--- config.mk ---
export PLATFORM = sky130hd
export DESIGN_NAME = snp_packetizer
export DESIGN_NICKNAME = d
export VERILOG_FILES = /design/src/verilog/snp_pkg.sv /design/src/verilog/snp_packetizer.sv
export SDC_FILE = /design/constraint.sdc
export NUM_CORES = 1
export LEC_CHECK = 0
export BUFFER_PORTS_ARGS = -buffer_cell sky130_fd_sc_hd__clkbuf_2
export CAP_MARGIN = 10
export CORE_ASPECT_RATIO = 0.75
export CORE_MARGIN = 3
export CORE_UTILIZATION = 64
export CTS_BUF_LIST = sky130_fd_sc_hd__clkbuf_8
export CTS_CLUSTER_DIAMETER = 120
export DETAILED_ROUTE_END_ITERATION = 8
export PLACE_DENSITY = 0.84
export SETUP_SLACK_MARGIN = 0.4
export SLEW_MARGIN = 20
export SYNTH_ARGS = -nofsm -noshare
export SYNTH_HDL_FRONTEND = slang
export SYNTH_SLANG_ARGS = --single-unit
export TNS_END_PERCENT = 30
--- constraint.sdc ---
create_clock -name CLK -period 21 [get_ports CLK]
set_input_delay 3.15 -clock CLK [delete_from_list [all_inputs] [get_ports CLK]]
set_output_delay 3.15 -clock CLK [all_outputs]
set_load 0.02 [all_outputs]
--- src/verilog/snp_pkg.sv ---
package snp_pkg;

    typedef enum logic [2:0] {SNP_IDLE, SNP_LISTEN, SNP_DIAL, SNP_AUTH, SNP_OPEN, SNP_UDP} snp_state_t;

    localparam logic [1:0] SNP_MODE_CLIENT = 2'h0;
    localparam logic [1:0] SNP_MODE_SERVER = 2'h1;
    localparam logic [1:0] SNP_MODE_MIXED = 2'h2;
    localparam logic [1:0] SNP_MODE_UDP = 2'h3;

    localparam logic [7:0] SNP_OFS_CTRL = 8'h00;
    localparam logic [7:0] SNP_OFS_INACT = 8'h04;
    localparam logic [7:0] SNP_OFS_PTIME = 8'h08;
    localparam logic [7:0] SNP_OFS_PSIZE = 8'h0C;
    localparam logic [7:0] SNP_OFS_PCHAR = 8'h10;
    localparam logic [7:0] SNP_OFS_PORTS = 8'h14;
    localparam logic [7:0] SNP_OFS_PEERIP = 8'h18;
    localparam logic [7:0] SNP_OFS_PASSWD = 8'h1C;
    localparam logic [7:0] SNP_OFS_STATUS = 8'h20;

    localparam int SNP_CTRL_MODE_LSB = 0;
    localparam int SNP_CTRL_PWEN_BIT = 2;
    localparam int SNP_CTRL_CFGEN_BIT = 3;
    localparam int SNP_CTRL_CLOSE_BIT = 4;

    localparam logic [1:0] SNP_RST_MODE = SNP_MODE_SERVER;
    localparam logic [15:0] SNP_RST_INACT = 16'h0000;
    localparam logic [15:0] SNP_RST_PTIME = 16'h0000;
    localparam logic [7:0] SNP_RST_PSIZE = 8'h00;
    localparam logic [7:0] SNP_RST_PCHAR = 8'h00;
    localparam logic [31:0] SNP_RST_PORTS = 32'h0000_0000;
    localparam logic [31:0] SNP_RST_PEERIP = 32'h0000_0000;
    localparam logic [31:0] SNP_RST_PASSWD = 32'h0000_0000;

    localparam int SNP_PW_BYTES = 4;
    localparam int SNP_CLK_HZ = 50_000_000;
    localparam int SNP_TICK_MS = 1;
    localparam int SNP_MS_CYCLES = SNP_CLK_HZ / 1000 * SNP_TICK_MS;
    localparam int SNP_MS_PER_S = 1000;

endpackage : snp_pkg

--- src/verilog/snp_packetizer.sv ---
`timescale 1ns/100ps
module snp_packetizer import snp_pkg::*; #(
    parameter int CHANNEL = 0,
    parameter int MS_CYCLES = SNP_MS_CYCLES,
    parameter int MS_PER_S = SNP_MS_PER_S
) (
    // Clock and reset.
    input wire logic CLK,
    input wire logic RST,
    // APB register port.
    input wire logic PSEL,
    input wire logic PENABLE,
    input wire logic PWRITE,
    input wire logic [7:0] PADDR,
    input wire logic [31:0] PWDATA,
    output logic [31:0] PRDATA,
    output logic PREADY,
    output logic PSLVERR,
    // Serial byte stream from the UART receiver.
    input wire logic SER_VALID,
    input wire logic [7:0] SER_DATA,
    // Connection events from the network stack.
    input wire logic NET_REQ,
    input wire logic NET_UP,
    input wire logic NET_RX_VALID,
    input wire logic [7:0] NET_RX_DATA,
    // Connection control towards the network stack.
    output logic NET_LISTEN,
    output logic NET_DIAL,
    output logic NET_UDP,
    output logic NET_ACCEPT,
    output logic NET_REFUSE,
    output logic NET_CLOSE,
    output logic NET_AUTH,
    output logic [15:0] NET_LPORT,
    output logic [15:0] NET_RPORT,
    output logic [31:0] NET_RIP,
    // Outgoing payload and packet boundary.
    output logic NET_TX_VALID,
    output logic [7:0] NET_TX_DATA,
    output logic NET_PUSH,
    // Serial configuration entry enable.
    output logic CFG_ENTRY
);

    localparam int PW = $clog2(MS_CYCLES);
    localparam int SW = $clog2(MS_PER_S);

    typedef struct packed {
        snp_state_t st;
        logic client_role;
        logic linked;
        logic [1:0] mode;
        logic pw_en;
        logic cfg_en;
        logic [15:0] inact;
        logic [15:0] ptime;
        logic [7:0] psize;
        logic [7:0] pchar;
        logic [31:0] ports;
        logic [31:0] rip;
        logic [31:0] pw;
        logic [PW-1:0] presc;
        logic [SW-1:0] ms_in_s;
        logic [15:0] pack_ms;
        logic [15:0] idle_s;
        logic [7:0] cnt;
        logic [1:0] pw_idx;
        logic pready;
        logic pslverr;
        logic [31:0] prdata;
        logic accept;
        logic refuse;
        logic close;
        logic tx_valid;
        logic [7:0] tx_data;
        logic push;
    } snp_regs_t;

    snp_regs_t r_ff;
    snp_regs_t nxt_r;
    logic ms_tick;
    logic s_tick;
    logic close_cmd;
    logic timeout;
    logic activity;
    logic all_off;
    logic is_delim;
    logic [31:0] rd;

    function automatic logic snp_mapped(input logic [7:0] a);
        snp_mapped = (a == SNP_OFS_CTRL) || (a == SNP_OFS_INACT) || (a == SNP_OFS_PTIME) ||
                     (a == SNP_OFS_PSIZE) || (a == SNP_OFS_PCHAR) || (a == SNP_OFS_PORTS) ||
                     (a == SNP_OFS_PEERIP) || (a == SNP_OFS_PASSWD) || (a == SNP_OFS_STATUS);
    endfunction : snp_mapped

    function automatic snp_state_t snp_wait_state(input logic [1:0] m);
        snp_wait_state = (m == SNP_MODE_CLIENT) ? SNP_DIAL : SNP_LISTEN;
    endfunction : snp_wait_state

    always_comb begin
        unique case (PADDR)
            SNP_OFS_CTRL: rd = {27'h000_0000, 1'b0, r_ff.cfg_en, r_ff.pw_en, r_ff.mode};
            SNP_OFS_INACT: rd = {16'h0000, r_ff.inact};
            SNP_OFS_PTIME: rd = {16'h0000, r_ff.ptime};
            SNP_OFS_PSIZE: rd = {24'h00_0000, r_ff.psize};
            SNP_OFS_PCHAR: rd = {24'h00_0000, r_ff.pchar};
            SNP_OFS_PORTS: rd = r_ff.ports;
            SNP_OFS_PEERIP: rd = r_ff.rip;
            SNP_OFS_PASSWD: rd = r_ff.pw;
            SNP_OFS_STATUS: rd = {16'h0000, r_ff.cnt, 3'h0, NET_AUTH, r_ff.client_role, r_ff.st};
            default: rd = 32'h0000_0000;
        endcase
    end

    always_comb begin
        nxt_r = r_ff;
        nxt_r.accept = 1'b0;
        nxt_r.refuse = 1'b0;
        nxt_r.close = 1'b0;
        nxt_r.tx_valid = 1'b0;
        nxt_r.push = 1'b0;
        nxt_r.pslverr = 1'b0;
        close_cmd = 1'b0;

        // One wait state: pready is high in the second access cycle, writes land on the edge that ends it.
        if (PSEL && PENABLE && !r_ff.pready) begin
            nxt_r.pready = 1'b1;
            nxt_r.pslverr = !snp_mapped(PADDR);
            nxt_r.prdata = rd;
        end else begin
            nxt_r.pready = 1'b0;
        end
        if (PSEL && PENABLE && r_ff.pready && PWRITE) begin
            unique case (PADDR)
                SNP_OFS_CTRL: begin
                    nxt_r.mode = PWDATA[SNP_CTRL_MODE_LSB +: 2];
                    nxt_r.pw_en = PWDATA[SNP_CTRL_PWEN_BIT];
                    nxt_r.cfg_en = PWDATA[SNP_CTRL_CFGEN_BIT] && (CHANNEL == 0);
                    close_cmd = PWDATA[SNP_CTRL_CLOSE_BIT];
                    if (PWDATA[SNP_CTRL_MODE_LSB +: 2] != r_ff.mode) begin
                        nxt_r.st = SNP_IDLE;
                    end
                end
                SNP_OFS_INACT: nxt_r.inact = PWDATA[15:0];
                SNP_OFS_PTIME: nxt_r.ptime = PWDATA[15:0];
                SNP_OFS_PSIZE: nxt_r.psize = PWDATA[7:0];
                SNP_OFS_PCHAR: nxt_r.pchar = PWDATA[7:0];
                SNP_OFS_PORTS: nxt_r.ports = PWDATA;
                SNP_OFS_PEERIP: nxt_r.rip = PWDATA;
                SNP_OFS_PASSWD: nxt_r.pw = PWDATA;
                default: nxt_r.pready = 1'b0;
            endcase
        end

        // Millisecond and second ticks; a serial byte restarts the millisecond phase.
        ms_tick = (r_ff.presc == PW'(MS_CYCLES - 1));
        s_tick = ms_tick && (r_ff.ms_in_s == SW'(MS_PER_S - 1));
        nxt_r.presc = (ms_tick || SER_VALID) ? '0 : r_ff.presc + PW'(1);
        if (ms_tick) begin
            nxt_r.ms_in_s = s_tick ? '0 : r_ff.ms_in_s + SW'(1);
        end

        // Packing: each enabled condition can close a packet on its own.
        all_off = (r_ff.ptime == 16'h0000) && (r_ff.psize == 8'h00) && (r_ff.pchar == 8'h00);
        is_delim = (r_ff.pchar != 8'h00) && (SER_DATA == r_ff.pchar);
        if (SER_VALID) begin
            nxt_r.pack_ms = 16'h0000;
            if (is_delim) begin
                nxt_r.push = (r_ff.cnt != 8'h00);
                nxt_r.cnt = 8'h00;
            end else begin
                nxt_r.tx_valid = 1'b1;
                nxt_r.tx_data = SER_DATA;
                if (all_off) begin
                    nxt_r.push = 1'b1;
                    nxt_r.cnt = 8'h00;
                end else if ((r_ff.psize != 8'h00) && (r_ff.cnt + 8'h01 >= r_ff.psize)) begin
                    nxt_r.push = 1'b1;
                    nxt_r.cnt = 8'h00;
                end else if (r_ff.cnt != 8'hFF) begin
                    nxt_r.cnt = r_ff.cnt + 8'h01;
                end
            end
        end else if (ms_tick && (r_ff.ptime != 16'h0000) && (r_ff.cnt != 8'h00)) begin
            if (r_ff.pack_ms >= r_ff.ptime - 16'h0001) begin
                nxt_r.push = 1'b1;
                nxt_r.cnt = 8'h00;
                nxt_r.pack_ms = 16'h0000;
            end else begin
                nxt_r.pack_ms = r_ff.pack_ms + 16'h0001;
            end
        end

        // Inactivity seconds, restarted by traffic in either direction.
        activity = SER_VALID || NET_RX_VALID;
        if (activity) begin
            nxt_r.idle_s = 16'h0000;
        end else if (s_tick && (r_ff.idle_s != 16'hFFFF)) begin
            nxt_r.idle_s = r_ff.idle_s + 16'h0001;
        end
        timeout = (r_ff.inact != 16'h0000) && (r_ff.idle_s >= r_ff.inact);

        // A peer knocking while the device is not listening is turned away.
        if (NET_REQ && (r_ff.st != SNP_LISTEN)) begin
            nxt_r.refuse = 1'b1;
        end

        unique case (r_ff.st)
            SNP_IDLE: begin
                nxt_r.st = (r_ff.mode == SNP_MODE_UDP) ? SNP_UDP : snp_wait_state(r_ff.mode);
                nxt_r.client_role = (r_ff.mode == SNP_MODE_CLIENT);
            end
            SNP_LISTEN: begin
                if (NET_REQ) begin
                    nxt_r.accept = 1'b1;
                    nxt_r.pw_idx = 2'h0;
                    nxt_r.linked = 1'b0;
                    nxt_r.idle_s = 16'h0000;
                    nxt_r.st = (r_ff.pw_en && (r_ff.mode == SNP_MODE_SERVER)) ? SNP_AUTH : SNP_OPEN;
                end else if ((r_ff.mode == SNP_MODE_MIXED) && SER_VALID) begin
                    nxt_r.st = SNP_DIAL;
                    nxt_r.client_role = 1'b1;
                end
            end
            SNP_DIAL: begin
                if (close_cmd && (r_ff.mode == SNP_MODE_MIXED)) begin
                    nxt_r.st = SNP_LISTEN;
                    nxt_r.client_role = 1'b0;
                end else if (NET_UP) begin
                    nxt_r.st = SNP_OPEN;
                    nxt_r.linked = 1'b1;
                    nxt_r.idle_s = 16'h0000;
                end
            end
            SNP_AUTH, SNP_OPEN: begin
                // The stack raises the link some cycles after an accept, so only a link seen up can drop.
                nxt_r.linked = r_ff.linked || NET_UP;
                if ((r_ff.linked && !NET_UP) || timeout || close_cmd) begin
                    nxt_r.close = NET_UP;
                    nxt_r.st = snp_wait_state(r_ff.mode);
                    nxt_r.client_role = (r_ff.mode == SNP_MODE_CLIENT);
                end else if ((r_ff.st == SNP_AUTH) && NET_RX_VALID) begin
                    if (NET_RX_DATA == r_ff.pw[8 * r_ff.pw_idx +: 8]) begin
                        if (r_ff.pw_idx == 2'(SNP_PW_BYTES - 1)) begin
                            nxt_r.st = SNP_OPEN;
                        end else begin
                            nxt_r.pw_idx = r_ff.pw_idx + 2'h1;
                        end
                    end else begin
                        nxt_r.pw_idx = (NET_RX_DATA == r_ff.pw[7:0]) ? 2'h1 : 2'h0;
                    end
                end
            end
            SNP_UDP: begin
                if (r_ff.mode != SNP_MODE_UDP) begin
                    nxt_r.st = SNP_IDLE;
                end
            end
            default: nxt_r.st = SNP_IDLE;
        endcase
    end

    always_ff @(posedge CLK or posedge RST) begin
        if (RST) begin
            r_ff <= '0;
            r_ff.mode <= SNP_RST_MODE;
            r_ff.inact <= SNP_RST_INACT;
            r_ff.ptime <= SNP_RST_PTIME;
            r_ff.psize <= SNP_RST_PSIZE;
            r_ff.pchar <= SNP_RST_PCHAR;
            r_ff.ports <= SNP_RST_PORTS;
            r_ff.rip <= SNP_RST_PEERIP;
            r_ff.pw <= SNP_RST_PASSWD;
        end else begin
            r_ff <= nxt_r;
        end
    end

    // State flags are registered with the state itself, so they are flip-flop outputs.
    logic listen_ff;
    logic dial_ff;
    logic udp_ff;
    logic auth_ff;

    always_ff @(posedge CLK or posedge RST) begin
        if (RST) begin
            listen_ff <= 1'b0;
            dial_ff <= 1'b0;
            udp_ff <= 1'b0;
            auth_ff <= 1'b0;
        end else begin
            listen_ff <= (nxt_r.st == SNP_LISTEN);
            dial_ff <= (nxt_r.st == SNP_DIAL);
            udp_ff <= (nxt_r.st == SNP_UDP);
            auth_ff <= (nxt_r.st == SNP_OPEN) || (nxt_r.st == SNP_UDP);
        end
    end

    assign PRDATA = r_ff.prdata;
    assign PREADY = r_ff.pready;
    assign PSLVERR = r_ff.pslverr;
    assign NET_LISTEN = listen_ff;
    assign NET_DIAL = dial_ff;
    assign NET_UDP = udp_ff;
    assign NET_AUTH = auth_ff;
    assign NET_ACCEPT = r_ff.accept;
    assign NET_REFUSE = r_ff.refuse;
    assign NET_CLOSE = r_ff.close;
    assign NET_LPORT = r_ff.ports[15:0];
    assign NET_RPORT = r_ff.ports[31:16];
    assign NET_RIP = r_ff.rip;
    assign NET_TX_VALID = r_ff.tx_valid;
    assign NET_TX_DATA = r_ff.tx_data;
    assign NET_PUSH = r_ff.push;
    assign CFG_ENTRY = r_ff.cfg_en;
endmodule : snp_packetizer

==> metrics.txt <==
share of the synthesized area in the top cell type=between 40% and 50%; GPL Wtd Cong=around 0.92; Die W=approximately 180 um; Slew Limit Fails=0; Setup CP Type=in2reg; Vias/cell=~6.5; R2R cell count=13; status=complete, no violations; fin crit share=between 20% and 30%; Fin Setup TNS=0 ps; post-route ant nets=0; Worst Path Max Fanout=20; diode count=0; critical path startpoint=PADDR[3]; Syn Area/Cell=10.8 sq um; layer with the highest usage=met2; Worst-path clk slew=60 ps; drc violations=0; number of enable flip-flop cells after synthesis=0; Core Box Area=0.0223 sq mm; share of layout cells above drive strength 1=between 20% and 30%; post_cts resized=0; post-DP HPWL=about 28000 um; area of the multi-input gates=between 0.006 and 0.007 sq mm; H-tree depth=2; crit path capture type=flop; final hold vios=0; R2R Setup Slk=16830 ps; first-pass GRT wire length=between 60000 and 70000 um; Inst Count DP=roughly 1.7k; M3 GR Usage=7.36%; Sink Count=between 200 and 300; Post-Syn Nets=roughly 1.5k; Fillers=around 1.6k; most common cell in the synthesized netlist=dfrtp_1; Clk Latency, worst-skew pair=550 ps; Synth area leaders=dfrtp_1, mux2_2, buf_4; RSZ-0062 raised after global routing=no; # rows=47; Synth Flop Type=dfrtp_1; commonest cells in the netlist=dfrtp_1, mux2_2, buf_4; met2 Use GR=46.0%; Seq cells post-synth=272; Port Buffers=180; critical path endpoint=PRDATA[27]; FFs w/ async S/R, synth=100%; die area=between 0.02 and 0.025 sq mm; dominant cell type by area after synthesis=dfrtp_1; via count=between 10k and 15k; max capacitance violation total=0; cell area after synthesis=between 0.01 and 0.015 sq mm; GR Util met1=a little under half; critical-path cell list=clkbuf_2, nor4_1, and3_1, o21a_1, nand2_1, o21ai_0; Die Span Y=137 um; FF-to-FF End=r_ff[76]; drt wl/cell=between 20 and 25 um; worst slew margin relative to its limit=between 30% and 40%; CP peak stage delay=around 760 ps; CTS root buf=clkbuf_8; Tot Pwr=between 0.001 and 0.0015 W; Tmin final=5150 ps; CTS Buf Count=43; drt initial violations=roughly 1.2k; sequential cell area=0.00681 sq mm; WP data required=roughly 21000 ps; final net count=approximately 1.6k; gr ovfl total=0; Data arrival, critical path=5580 ps; Syn Inst Count=1364; Pwr per Cell Area=71.4 mW/mm^2; Post-CTS Hold Buffers=0; total wire length=39300 um; Initial Util=about 66%; vias in the first global route=around 11k; register area share after synthesis=46.2%; Ports=between 150 and 200; Reg-to-Reg Start=r_ff[229]; library cells used by synthesis=71; Clock Skews=between 30 and 40 ps; Worst Hold Class=reg2reg; Detailed Routing Iterations Pass 1=8; FMAX=a little under 200 MHz; Max clock buf depth=3; Final Instance Count excl. Fillers=roughly 1.8k; setup repair bufs after CTS=0; YS warnings=0; slowest stage cell on the critical path=and3_1; Pleak=between 8 and 9 nW; Peak VDD IR=around 45 uV; Slew @ Worst Pin=a little under 1000 ps; antenna violations before repair=0; CTS tree=yes; GRT Total Usage=between 30 and 40%; largest net degree at the start of global routing=roughly 130; CP Launch Type=input pin; Area Overhead vs Synth=8.10%; # setup viols final=0
logic make-up after synthesis:
| group | Yosys count | share of synthesized area (%) |
|---|---|---|
| AOI/OAI and AO/OA | 242 | 11.6 |
| xor gates and xnor gates | 76 | 4.51 |
| adders and majority gates | 48 | 4.07 |
| buffers and inverters | 212 | 8.30 |
| DFF | 272 | 46.2 |
| muxes | 168 | 13.6 |
| and+or+nand+nor | 346 | 11.7 |
critical path: cells and delay by family:
kind	cells	cell delay (ps)
and+or+nand+nor	3	1690
buffers and inverters	1	110
AOI/OAI and AO/OA	2	620
registers in the layout, indices dropped and copies added (netlist names), 8 cells and up:
name / cells
r_ff: 156
NET_RIP: 32
PRDATA: 32
NET_LPORT: 16
NET_RPORT: 16
NET_TX_DATA: 8
power by group:
group	internal (W)	switching, W
logic	0.0000436	0.0000775
registers	0.000537	0.0000228
clock network	0.000249	0.000208
total	0.000830	0.000308
worst min path at each step:
stage	start	to	slack, ps	depth (start not counted)
2_1_floorplan	r_ff[99]	r_ff[99]	430	1
4_1_cts	r_ff[99]	r_ff[99]	470	1
3_3_place_gp	r_ff[99]	r_ff[99]	440	1
6_report	r_ff[99]	r_ff[99]	460	1
3_5_place_dp	r_ff[99]	r_ff[99]	460	1
5_1_grt	r_ff[99]	r_ff[99]	490	1
placed cells by master (no fill, tap or decap), drive strengths merged, types with 12 or more instances in the layout:
cell,count
and3,14
nand2,90
mux2,158
clkbuf,236
nor4,21
a22oi,45
a21oi,37
a21o,12
a222oi,23
xor2,38
dfrtp,271
nand4,19
o21ai,53
ha,48
inv,61
nor3,18
nor2,84
xnor2,38
nand3,50
a22o,14
routing by layer:
layer  wire length (um)  share of wire [%]  vias up
met4               1180                3.0        0
met2              17100                 44      672
met1              16700                 42     5666
met5                  0                  0        -
li1                   -                  -     5020
met3               4320                 11      101
layout make-up:
cell class / count / share of cell area [%]
sequential: 272 / 42.7
multi-input combinational: 880 / 42.2
timing repair buffer: 190 / 6.12
clock buffer: 56 / 4.84
tap: 294 / 2.31
inverter: 50 / 1.22
clock inverter: 16 / 0.589
stage by stage:
step           area (sq um)  util (%)  hold slack, ps  setup WS, ps
6_report              15900      71.3             463         15850
5_1_grt               15900      71.3             493         15760
4_1_cts               15900      71.3             469         15960
3_5_place_dp          15100      67.5             460         15430
3_3_place_gp          15100      67.4             441         15460
2_1_floorplan         14700         -             425         10360
(Power assumes the default switching activity.)
